File: src/shared/adsc_map.vh
`ifndef ADSC_MAP_VH
`define ADSC_MAP_VH
// register offsets
`define ADSC_OFS_RESULT 8'h70
`define ADSC_OFS_CSR 8'h71
`define ADSC_OFS_IRQ_STAT 8'h72
`define ADSC_OFS_IRQ_CLR 8'h73
`define ADSC_OFS_IRQ_EN 8'h74
`define ADSC_OFS_STATE 8'h75
// control/status fields
`define ADSC_BIT_DONE 7
`define ADSC_BIT_PWR 5
`define ADSC_CHAN_MSB 2
`define ADSC_RST_BYTE 8'h00
// interrupt status bits
`define ADSC_IRQ_N 3
`define ADSC_IRQ_STABLE 0
`define ADSC_IRQ_OVERRUN 1
`define ADSC_IRQ_ABORT 2
// timing
`define ADSC_CLK_NS 10
`define ADSC_CONV_CYC 64
`define ADSC_SAMPLE_HALF_CYC 63
`define ADSC_SAMPLE_CYC ((`ADSC_SAMPLE_HALF_CYC + 1) / 2)
`define ADSC_BITS 8
`define ADSC_TRIAL_CYC ((`ADSC_CONV_CYC - `ADSC_SAMPLE_CYC) / `ADSC_BITS)
`define ADSC_STAB_NS 30000
`define ADSC_STAB_CYC ((`ADSC_STAB_NS + `ADSC_CLK_NS - 1) / `ADSC_CLK_NS)
`endif

File: src/rtl/adsc_control.v
`timescale 1ns/1ns
`include "adsc_map.vh"

module adsc_control
(
	input wire clk,
	input wire reset,
	input wire [7:0] addr,
	input wire [7:0] wdata,
	input wire wr_en,
	input wire rd_en,
	output wire [7:0] rdata,
	input wire halt_mode,
	input wire cmp_above,
	output wire converter_power_on,
	output wire sample_en,
	output wire [7:0] dac_code,
	output wire [2:0] channel_select,
	output wire [7:0] analog_switch_en,
	output wire irq
);

	localparam [1:0] ST_OFF = 2'd0;
	localparam [1:0] ST_STAB = 2'd1;
	localparam [1:0] ST_CONV = 2'd2;

	localparam integer CONV_LAST_I = `ADSC_CONV_CYC - 1;
	localparam integer SAMPLE_END_I = `ADSC_SAMPLE_CYC - 1;
	localparam integer TRIAL_LAST_I = `ADSC_TRIAL_CYC - 1;
	localparam integer STAB_LAST_I = `ADSC_STAB_CYC - 1;
	localparam [5:0] CYC_LAST = CONV_LAST_I[5:0];
	localparam [5:0] CYC_SAMPLE_END = SAMPLE_END_I[5:0];
	localparam [1:0] TRIAL_LAST = TRIAL_LAST_I[1:0];
	localparam [11:0] STAB_LAST = STAB_LAST_I[11:0];

	reg [1:0] state_q;
	reg [1:0] state_d;
	reg [5:0] cyc_q;
	reg [1:0] trial_q;
	reg [11:0] stab_q;

	reg pwr_q;
	reg [2:0] chan_q;
	reg done_q;
	reg [7:0] result_q;
	reg [7:0] rdata_q;
	reg [`ADSC_IRQ_N-1:0] irq_stat_q;
	reg [`ADSC_IRQ_N-1:0] irq_en_q;
	reg irq_q;

	reg [7:0] dac_q;
	reg [7:0] mask_q;
	reg sample_q;
	reg power_q;
	reg [7:0] switch_q;

	wire csr_wr;
	wire res_rd;
	wire clr_wr;
	wire en_wr;
	wire in_conv;
	wire sampling;
	wire decide;
	wire [7:0] kept;
	wire conv_end;
	wire done_evt;
	wire stab_end;
	wire [`ADSC_IRQ_N-1:0] irq_evt;
	reg [7:0] read_mux;

	assign csr_wr = wr_en && (addr == `ADSC_OFS_CSR);
	assign res_rd = rd_en && (addr == `ADSC_OFS_RESULT);
	assign clr_wr = wr_en && (addr == `ADSC_OFS_IRQ_CLR);
	assign en_wr = wr_en && (addr == `ADSC_OFS_IRQ_EN);

	assign in_conv = (state_q == ST_CONV);
	assign sampling = in_conv && (cyc_q <= CYC_SAMPLE_END);
	assign decide = in_conv && !sampling && (trial_q == TRIAL_LAST);

	// comparator says input at or above trial level: keep the trial bit
	assign kept = cmp_above ? dac_q : (dac_q & ~mask_q);

	assign conv_end = decide && (cyc_q == CYC_LAST);
	// a control write aborts the finishing conversion too
	assign done_evt = conv_end && !csr_wr;
	assign stab_end = (state_q == ST_STAB) && (stab_q == STAB_LAST);

	assign irq_evt[`ADSC_IRQ_STABLE] = stab_end && !halt_mode;
	assign irq_evt[`ADSC_IRQ_OVERRUN] = done_evt && done_q && !res_rd;
	assign irq_evt[`ADSC_IRQ_ABORT] = csr_wr && in_conv;

	// sequencer
	always @*
	begin
		state_d = state_q;
		if (halt_mode)
		begin
			state_d = ST_OFF;
		end
		else
		begin
			case (state_q)
				ST_OFF:
				begin
					// power-on or wake from halt restarts stabilisation
					if (pwr_q)
					begin
						state_d = ST_STAB;
					end
				end
				ST_STAB:
				begin
					if (!pwr_q)
					begin
						state_d = ST_OFF;
					end
					else if (stab_end)
					begin
						state_d = ST_CONV;
					end
				end
				ST_CONV:
				begin
					if (!pwr_q)
					begin
						state_d = ST_OFF;
					end
				end
				default:
				begin
					state_d = ST_OFF;
				end
			endcase
		end
	end

	// wait mode has no input here: the converter simply keeps running
	always @(posedge clk)
	begin
		if (reset)
		begin
			state_q <= ST_OFF;
		end
		else
		begin
			state_q <= state_d;
		end
	end

	// stabilisation timer
	always @(posedge clk)
	begin
		if (reset)
		begin
			stab_q <= 12'h000;
		end
		else if (state_q != ST_STAB)
		begin
			stab_q <= 12'h000;
		end
		else if (!stab_end)
		begin
			stab_q <= stab_q + 12'h001;
		end
	end

	// conversion cycle counter, free running while converting
	always @(posedge clk)
	begin
		if (reset)
		begin
			cyc_q <= 6'h00;
			trial_q <= 2'h0;
		end
		else if (!in_conv || csr_wr)
		begin
			cyc_q <= 6'h00;
			trial_q <= 2'h0;
		end
		else
		begin
			cyc_q <= cyc_q + 6'h01;
			if (!sampling)
			begin
				trial_q <= trial_q + 2'h1;
			end
		end
	end

	// successive approximation register
	always @(posedge clk)
	begin
		if (reset)
		begin
			dac_q <= 8'h00;
			mask_q <= 8'h00;
		end
		else if (!in_conv || csr_wr || conv_end)
		begin
			dac_q <= 8'h00;
			mask_q <= 8'h00;
		end
		else if (in_conv && cyc_q == CYC_SAMPLE_END)
		begin
			dac_q <= 8'h80;
			mask_q <= 8'h80;
		end
		else if (decide)
		begin
			// all ones gives ffh, all zeros gives 00h, nothing beyond
			dac_q <= kept | (mask_q >> 1);
			mask_q <= mask_q >> 1;
		end
	end

	// result register and completion flag
	always @(posedge clk)
	begin
		if (reset)
		begin
			result_q <= `ADSC_RST_BYTE;
			done_q <= 1'b0;
		end
		else
		begin
			if (done_evt)
			begin
				result_q <= kept;
				done_q <= 1'b1;
			end
			else if (csr_wr || res_rd)
			begin
				done_q <= 1'b0;
			end
		end
	end

	// control fields
	always @(posedge clk)
	begin
		if (reset)
		begin
			pwr_q <= 1'b0;
			chan_q <= 3'h0;
		end
		else if (csr_wr)
		begin
			pwr_q <= wdata[`ADSC_BIT_PWR];
			chan_q <= wdata[`ADSC_CHAN_MSB:0];
		end
	end

	// analog side outputs
	always @(posedge clk)
	begin
		if (reset)
		begin
			power_q <= 1'b0;
			sample_q <= 1'b0;
		end
		else
		begin
			power_q <= pwr_q && !halt_mode;
			sample_q <= (state_d == ST_CONV) && (conv_end || cyc_q < CYC_SAMPLE_END || !in_conv || csr_wr);
		end
	end

	// one input switch per channel
	genvar ch;
	generate
		for (ch = 0; ch < 8; ch = ch + 1)
		begin : g_switch
			localparam integer CH_I = ch;
			always @(posedge clk)
			begin
				if (reset)
				begin
					switch_q[ch] <= 1'b0;
				end
				else
				begin
					switch_q[ch] <= power_q && (chan_q == CH_I[2:0]);
				end
			end
		end
	endgenerate

	// sticky interrupt status; set wins over clear
	genvar ib;
	generate
		for (ib = 0; ib < `ADSC_IRQ_N; ib = ib + 1)
		begin : g_irq
			always @(posedge clk)
			begin
				if (reset)
				begin
					irq_stat_q[ib] <= 1'b0;
				end
				else if (irq_evt[ib])
				begin
					irq_stat_q[ib] <= 1'b1;
				end
				else if (clr_wr && wdata[ib])
				begin
					irq_stat_q[ib] <= 1'b0;
				end
			end
		end
	endgenerate

	always @(posedge clk)
	begin
		if (reset)
		begin
			irq_en_q <= {`ADSC_IRQ_N{1'b0}};
			irq_q <= 1'b0;
		end
		else
		begin
			if (en_wr)
			begin
				irq_en_q <= wdata[`ADSC_IRQ_N-1:0];
			end
			// completion is deliberately not an interrupt source
			irq_q <= |(irq_stat_q & irq_en_q);
		end
	end

	// register read, data one cycle after the strobe
	always @*
	begin
		read_mux = 8'h00;
		case (addr)
			`ADSC_OFS_RESULT:
			begin
				read_mux = result_q;
			end
			`ADSC_OFS_CSR:
			begin
				read_mux[`ADSC_BIT_DONE] = done_q;
				read_mux[`ADSC_BIT_PWR] = pwr_q;
				read_mux[`ADSC_CHAN_MSB:0] = chan_q;
			end
			`ADSC_OFS_IRQ_STAT:
			begin
				read_mux[`ADSC_IRQ_N-1:0] = irq_stat_q;
			end
			`ADSC_OFS_IRQ_EN:
			begin
				read_mux[`ADSC_IRQ_N-1:0] = irq_en_q;
			end
			`ADSC_OFS_STATE:
			begin
				read_mux[1:0] = state_q;
			end
			default:
			begin
				read_mux = 8'h00;
			end
		endcase
	end

	always @(posedge clk)
	begin
		if (reset)
		begin
			rdata_q <= 8'h00;
		end
		else
		begin
			rdata_q <= rd_en ? read_mux : 8'h00;
		end
	end

	assign rdata = rdata_q;
	assign converter_power_on = power_q;
	assign sample_en = sample_q;
	assign dac_code = dac_q;
	assign channel_select = chan_q;
	assign analog_switch_en = switch_q;
	assign irq = irq_q;

endmodule // adsc_control

File: config.mk
export PLATFORM = sky130hd
export DESIGN_NAME = adsc_control
export DESIGN_NICKNAME = d
export VERILOG_FILES = /design/src/rtl/adsc_control.v
export VERILOG_INCLUDE_DIRS = /design/src /design/src/shared
export SDC_FILE = /design/constraint.sdc
export NUM_CORES = 1
export LEC_CHECK = 0
export ABC_CLOCK_PERIOD_IN_PS = 1800
export BUFFER_PORTS_ARGS = -buffer_cell sky130_fd_sc_hd__buf_2
export CAP_MARGIN = 5
export CORE_UTILIZATION = 50
export CTS_BUF_LIST = sky130_fd_sc_hd__clkbuf_2 sky130_fd_sc_hd__clkbuf_4 sky130_fd_sc_hd__clkbuf_8
export DETAILED_ROUTE_END_ITERATION = 7
export PLACE_DENSITY = 0.77
export SYNTH_ARGS = -nofsm -noshare
export SYNTH_HDL_FRONTEND = slang
export SYNTH_SLANG_ARGS = --single-unit
File: constraint.sdc
create_clock -name clk -period 1.8 [get_ports clk]
set_input_delay 0.18 -clock clk [delete_from_list [all_inputs] [get_ports clk]]
set_output_delay 0.18 -clock clk [all_outputs]
set_load 0.05 [all_outputs]
Yosys cells after proc, flatten, opt, wreduce, memory -nomap -nowiden
Index checks and enable logic that the tools add are counted.
- bits in registers: 76
- word-level logic and storage cells: 137
- add/subtract/negate cells: 3
- order comparisons: 2
- eq/ne operators: 21
- mux-type cells: 23
- bitwise logic cells: 6
- reduce and logical (&&, ||, !) cells: 53
- operators with widths (operator ; number):
    $eq A8 B7 Y1 const B ; 6
    $mux W8 ; 5
    $logic_and A1 B1 Y1 ; 28
    $add A12 B1 Y12 const B ; 1
    $eq A12 B12 Y1 const B ; 1
    $eq A3 B3 Y1 const B ; 4
    $mux W2 ; 5
    $pmux W2 S5 ; 1
    $reduce_bool A2 Y1 ; 5
    $reduce_or A3 Y1 ; 3
    $and A8 B8 Y8 ; 1
    $mux W1 ; 8
    $not A8 Y8 ; 1
    $or A8 B7 Y8 ; 1
    $reduce_or A2 Y1 ; 4
    $add A6 B1 Y6 const B ; 1
    $eq A2 B2 Y1 const B ; 3
    $eq A3 B2 Y1 const B ; 2
    $eq A6 B5 Y1 const B ; 1
    $eq A6 B6 Y1 const B ; 1
    $le A6 B5 Y1 const B ; 1
    $logic_or A1 B1 Y1 ; 6
    $lt A6 B5 Y1 const B ; 1
    $pmux W2 S3 ; 1
    11 further kinds ; 17

Depth between registers and ports, before layout
- depth after elaboration: 10
- gate-level depth with buffers: 7
- gate-level depth less buffers: 5

Worst setup path before layout
Ideal clock, no wire load.
- path type: reg2reg
- from: register cyc_q[0]
- to: register mask_q[0]
- setup time: 134 ps
- arrival: 1374 ps
- data required time: 1666 ps
- path slack: 292 ps
- stages on the path, launching flop included: 7
- buffers on the path: 1
- clock period less this slack: 1508 ps
- path through: dfxtp_1 -> ha_1 -> nand4_1 -> or3_1 -> clkbuf_1 -> a32oi_1 -> nor2_1
- cells in the longest elaborated chain, start to end: 8
- elaborated cells on any way between the ends: 11
- RTL lines (element ; RTL line ; text):
    start: declaration ; adsc_control.v:38 ; reg [5:0] cyc_q;
    start signal: assignment ; adsc_control.v:182 ; cyc_q <= cyc_q + 6'h01;
    $le A6 B5 Y1 ; adsc_control.v:77 ; assign sampling = in_conv && (cyc_q <= CYC_SAMPLE_END);
    $logic_and A1 B1 Y1 ; adsc_control.v:77 ;
    $logic_not A1 Y1 ; - ;
    $logic_and A1 B1 Y1 (2 in a row) ; adsc_control.v:78 ; assign decide = in_conv && !sampling && (trial_q == TRIAL_LAST);
    $logic_and A1 B1 Y1 ; adsc_control.v:83 ; assign conv_end = decide && (cyc_q == CYC_LAST);
    $logic_or A1 B1 Y1 ; adsc_control.v:198 ; else if (!in_conv || csr_wr || conv_end)
    $reduce_or A3 Y1 (no line) ; - ;
    end signal: assignment ; adsc_control.v:212 ; mask_q <= mask_q >> 1;
    end: declaration ; adsc_control.v:52 ; reg [7:0] mask_q;
Parallel ways exist; a longest one is shown, timed or not.
A chain may end at the register's enable or synchronous reset.

Final worst setup path
- from: register cyc_q[0]
- to: register mask_q[5]
Same word-level chain as after synthesis.

==> impl_metrics.py <==
metrics = {
    "global_routing": {
        "overflow": 0,
        "grt_max_degree": 24,
        "grt_pass1_wl_mm": 10.4,
        "grt_pass1_vias": 2320,
        "antenna_found_initial": 0,
        "grt_util_all_layers": 0.206,
    },
    "sta": {
        "period_minus_slack_ns": 1.66,
        "slew_violations": 0,
        "tightestPinTransition_ns": 0.516,
        "hold_ws_ns": 0.0453,
        "slew-limit-headroom": 0.652,
        "hold_viol": 0,
        "fin_crit_sh": 0.924,
        "final.setup.tns_ns": 0,
        "rsz0062_at_grt": "false",
        "clock-skew-final_ns": 0.00729,
        "fmax_mhz": 601,
        "final-setup-viol-count": 0,
    },
    "power_and_ir_drop": {
        "p_leak_nw": 1.36,
        "peakVddDrop_v": 0.000642,
        "cellPowerDensity_mw_per_mm2": 893,
    },
    "job": {
        "max-cap-violations": 0,
    },
    "placement": {
        "portBuffers": 47,
        "hpwl_mm": 4.53,
        "place.gp.congestion": 0.838,
        "place_inst": 460,
    },
    "cells_and_area": {
        "area_growth_pct": 18.8,
        "nets": 421,
        "fin_util": 0.621,
        "num-fill-cells": 506,
        "drive_gt1_frac": 0.204,
        "final_common_cell": "dfxtp_1",
        "layout_common_cells": "76 x dfxtp_1, 47 x buf_2, 38 x nor2_1, 33 x o21ai_0, 27 x a21oi_1",
        "layoutNonFillerInstCount": 476,
        "antenna_cells": 0,
    },
    "logic_synthesis": {
        "avgSynthCellArea_um2": 9.15,
        "synth_seq_area_share": 0.486,
        "synthDistinctLibCells": 48,
        "syn_inst": 342,
        "ys_async_sr_fraction": 0,
        "synth-main-ff-cell": "dfxtp_1",
        "syn-num-nets": 367,
        "yosys_warnings": 0,
        "syn_area_mm2": 0.00313,
        "ys_ff_latch": 76,
        "synth_edf_count": 0,
    },
    "clocking": {
        "cts_tree": "yes",
        "numCtsBuffers": 9,
        "clock_latency_ns": 0.35,
        "clock-root-buffer": "clkbuf_8",
        "clkTransAtPathRegs_ns": 0.08,
        "post_cts_buffers": 0,
        "hold_buffers": 0,
        "clock-sinks": 76,
        "cts_resized": 0,
        "clock_path_buffers": 2,
        "htree_levels": 3,
    },
    "worst_setup_path": {
        "crit_arrival_ns": 1.90,
        "cp_max_fo": 9,
        "critPathKind": "flop to flop",
        "cp.required_ns": 2.04,
        "end_kind": "flop",
        "start_kind": "flop",
    },
    "drt": {
        "wl_mm": 6.37,
        "drtAntennaViolNets": 0,
        "num_vias": 2626,
        "drt_iter0_markers": 146,
        "wire_per_inst_um": 13.4,
        "drtPass1Iterations": 4,
        "via_per_inst": 5.52,
        "drc_errors": 0,
    },
    "floorplanning": {
        "die_w_um": 81.1,
        "dieArea_mm2": 0.00658,
        "rows": 28,
        "die_h_um": 81.1,
        "io_pins": 52,
        "start_util": 0.522,
        "fp.coreArea_mm2": 0.00599,
    },
    "min_path": {
        "hold_path_class": "input port to flop",
    },
    "status": {
        "outcome": "complete, no violations",
    },
}
[flip-flops by register name, summed over array words and instances (netlist names), 2 cells and up]
signal and count:
trial_q 2, result_q 8, mask_q 8, cyc_q 6, analog_switch_en 8, state_q 2, stab_q 12, rdata 8
irq_stat_q 3, irq_en_q 3, dac_code 8, channel_select 3
[synthesized netlist by cell type, drive strengths merged, types with 4 or more instances]
cell | instances | share of area
nor2 | 38 | 0.046
a21oi | 27 | 0.043
nand2 | 18 | 0.022
a32oi | 7 | 0.020
buf | 9 | 0.018
and2 | 4 | 0.0080
dfxtp | 76 | 0.49
inv | 14 | 0.017
or3 | 15 | 0.030
nor3 | 5 | 0.0096
mux2i | 13 | 0.042
xor2 | 7 | 0.020
nand3 | 10 | 0.016
clkbuf | 6 | 0.0076
o21ai | 33 | 0.053
nand2b | 8 | 0.016
nand4 | 5 | 0.010
nand3b | 5 | 0.012
[kinds of logic (layout without fill, tap and decap cells)]
group | after synthesis | in the layout | synth area share
fa+ha+maj | 3 | 3 | 0.0120
simple gates | 127 | 127 | 0.224
buf+inv | 29 | 88 | 0.0424
compound gates | 83 | 83 | 0.158
xor+xnor | 10 | 10 | 0.0280
flops | 76 | 76 | 0.486
mux | 14 | 14 | 0.0488
[final timing paths]
path	startpoint	endpoint	slack (ns)	cells past startpoint
max	cyc_q[0]$_SDFF_PP0_	mask_q[5]$_SDFFE_PP0P_	0.14	5
min	halt_mode	irq_stat_q[0]$_SDFFE_PP0P_	0.05	2
max reg2reg	cyc_q[0]$_SDFF_PP0_	mask_q[5]$_SDFFE_PP0P_	0.14	5
min reg2reg	cyc_q[0]$_SDFF_PP0_	cyc_q[0]$_SDFF_PP0_	0.45	1
[power by group]
part	internal, W	switching, W	total [W]
clock	0.000929	0.000640	0.00157
combinational	0.0000263	0.0000444	0.0000707
sequential	0.00168	0.000000270	0.00168
total	0.00264	0.000685	0.00332
[worst max-delay path, stage by stage (launching register included)]
cell	delay, ns
dfxtp_1	0.36
ha_1	0.23
nand4_1	0.15
or3_1	0.48
a32oi_1	0.27
nor2_1	0.06
[per-stage QoR]
stage | total power, W | setup WS (ns) | area, um2
after detailed placement | 0.00179 | 0.106 | 3460
after global routing | 0.00343 | 0.0165 | 3720
after floorplan | 0.00175 | 0.292 | 3130
after CTS | 0.00336 | 0.141 | 3710
final | 0.00332 | 0.136 | 3720
after global placement | 0.00179 | 0.211 | 3460
[area by class of cell]
| type | instances | area (um2) | area share |
|---|---|---|---|
| inverter | 14 | 52.6 | 0.0141 |
| tap | 75 | 93.8 | 0.0252 |
| timing repair buffer | 58 | 318 | 0.0855 |
| clock buffer | 9 | 124 | 0.0333 |
| sequential | 76 | 1520 | 0.409 |
| multi-input combinational | 237 | 1490 | 0.400 |
| clock inverter | 7 | 123 | 0.0330 |
[layer usage]
| layer | GRT usage | vias to the layer above | routed length [um] |
|---|---|---|---|
| li1 | - | 1333 | - |
| met1 | 0.264 | 1206 | 2940 |
| met2 | 0.328 | 75 | 3030 |
| met3 | 0.0449 | 12 | 286 |
| met4 | 0.0982 | 0 | 112 |
| met5 | 0 | - | 0 |
Note: power is estimated with default switching activity, not from simulation.
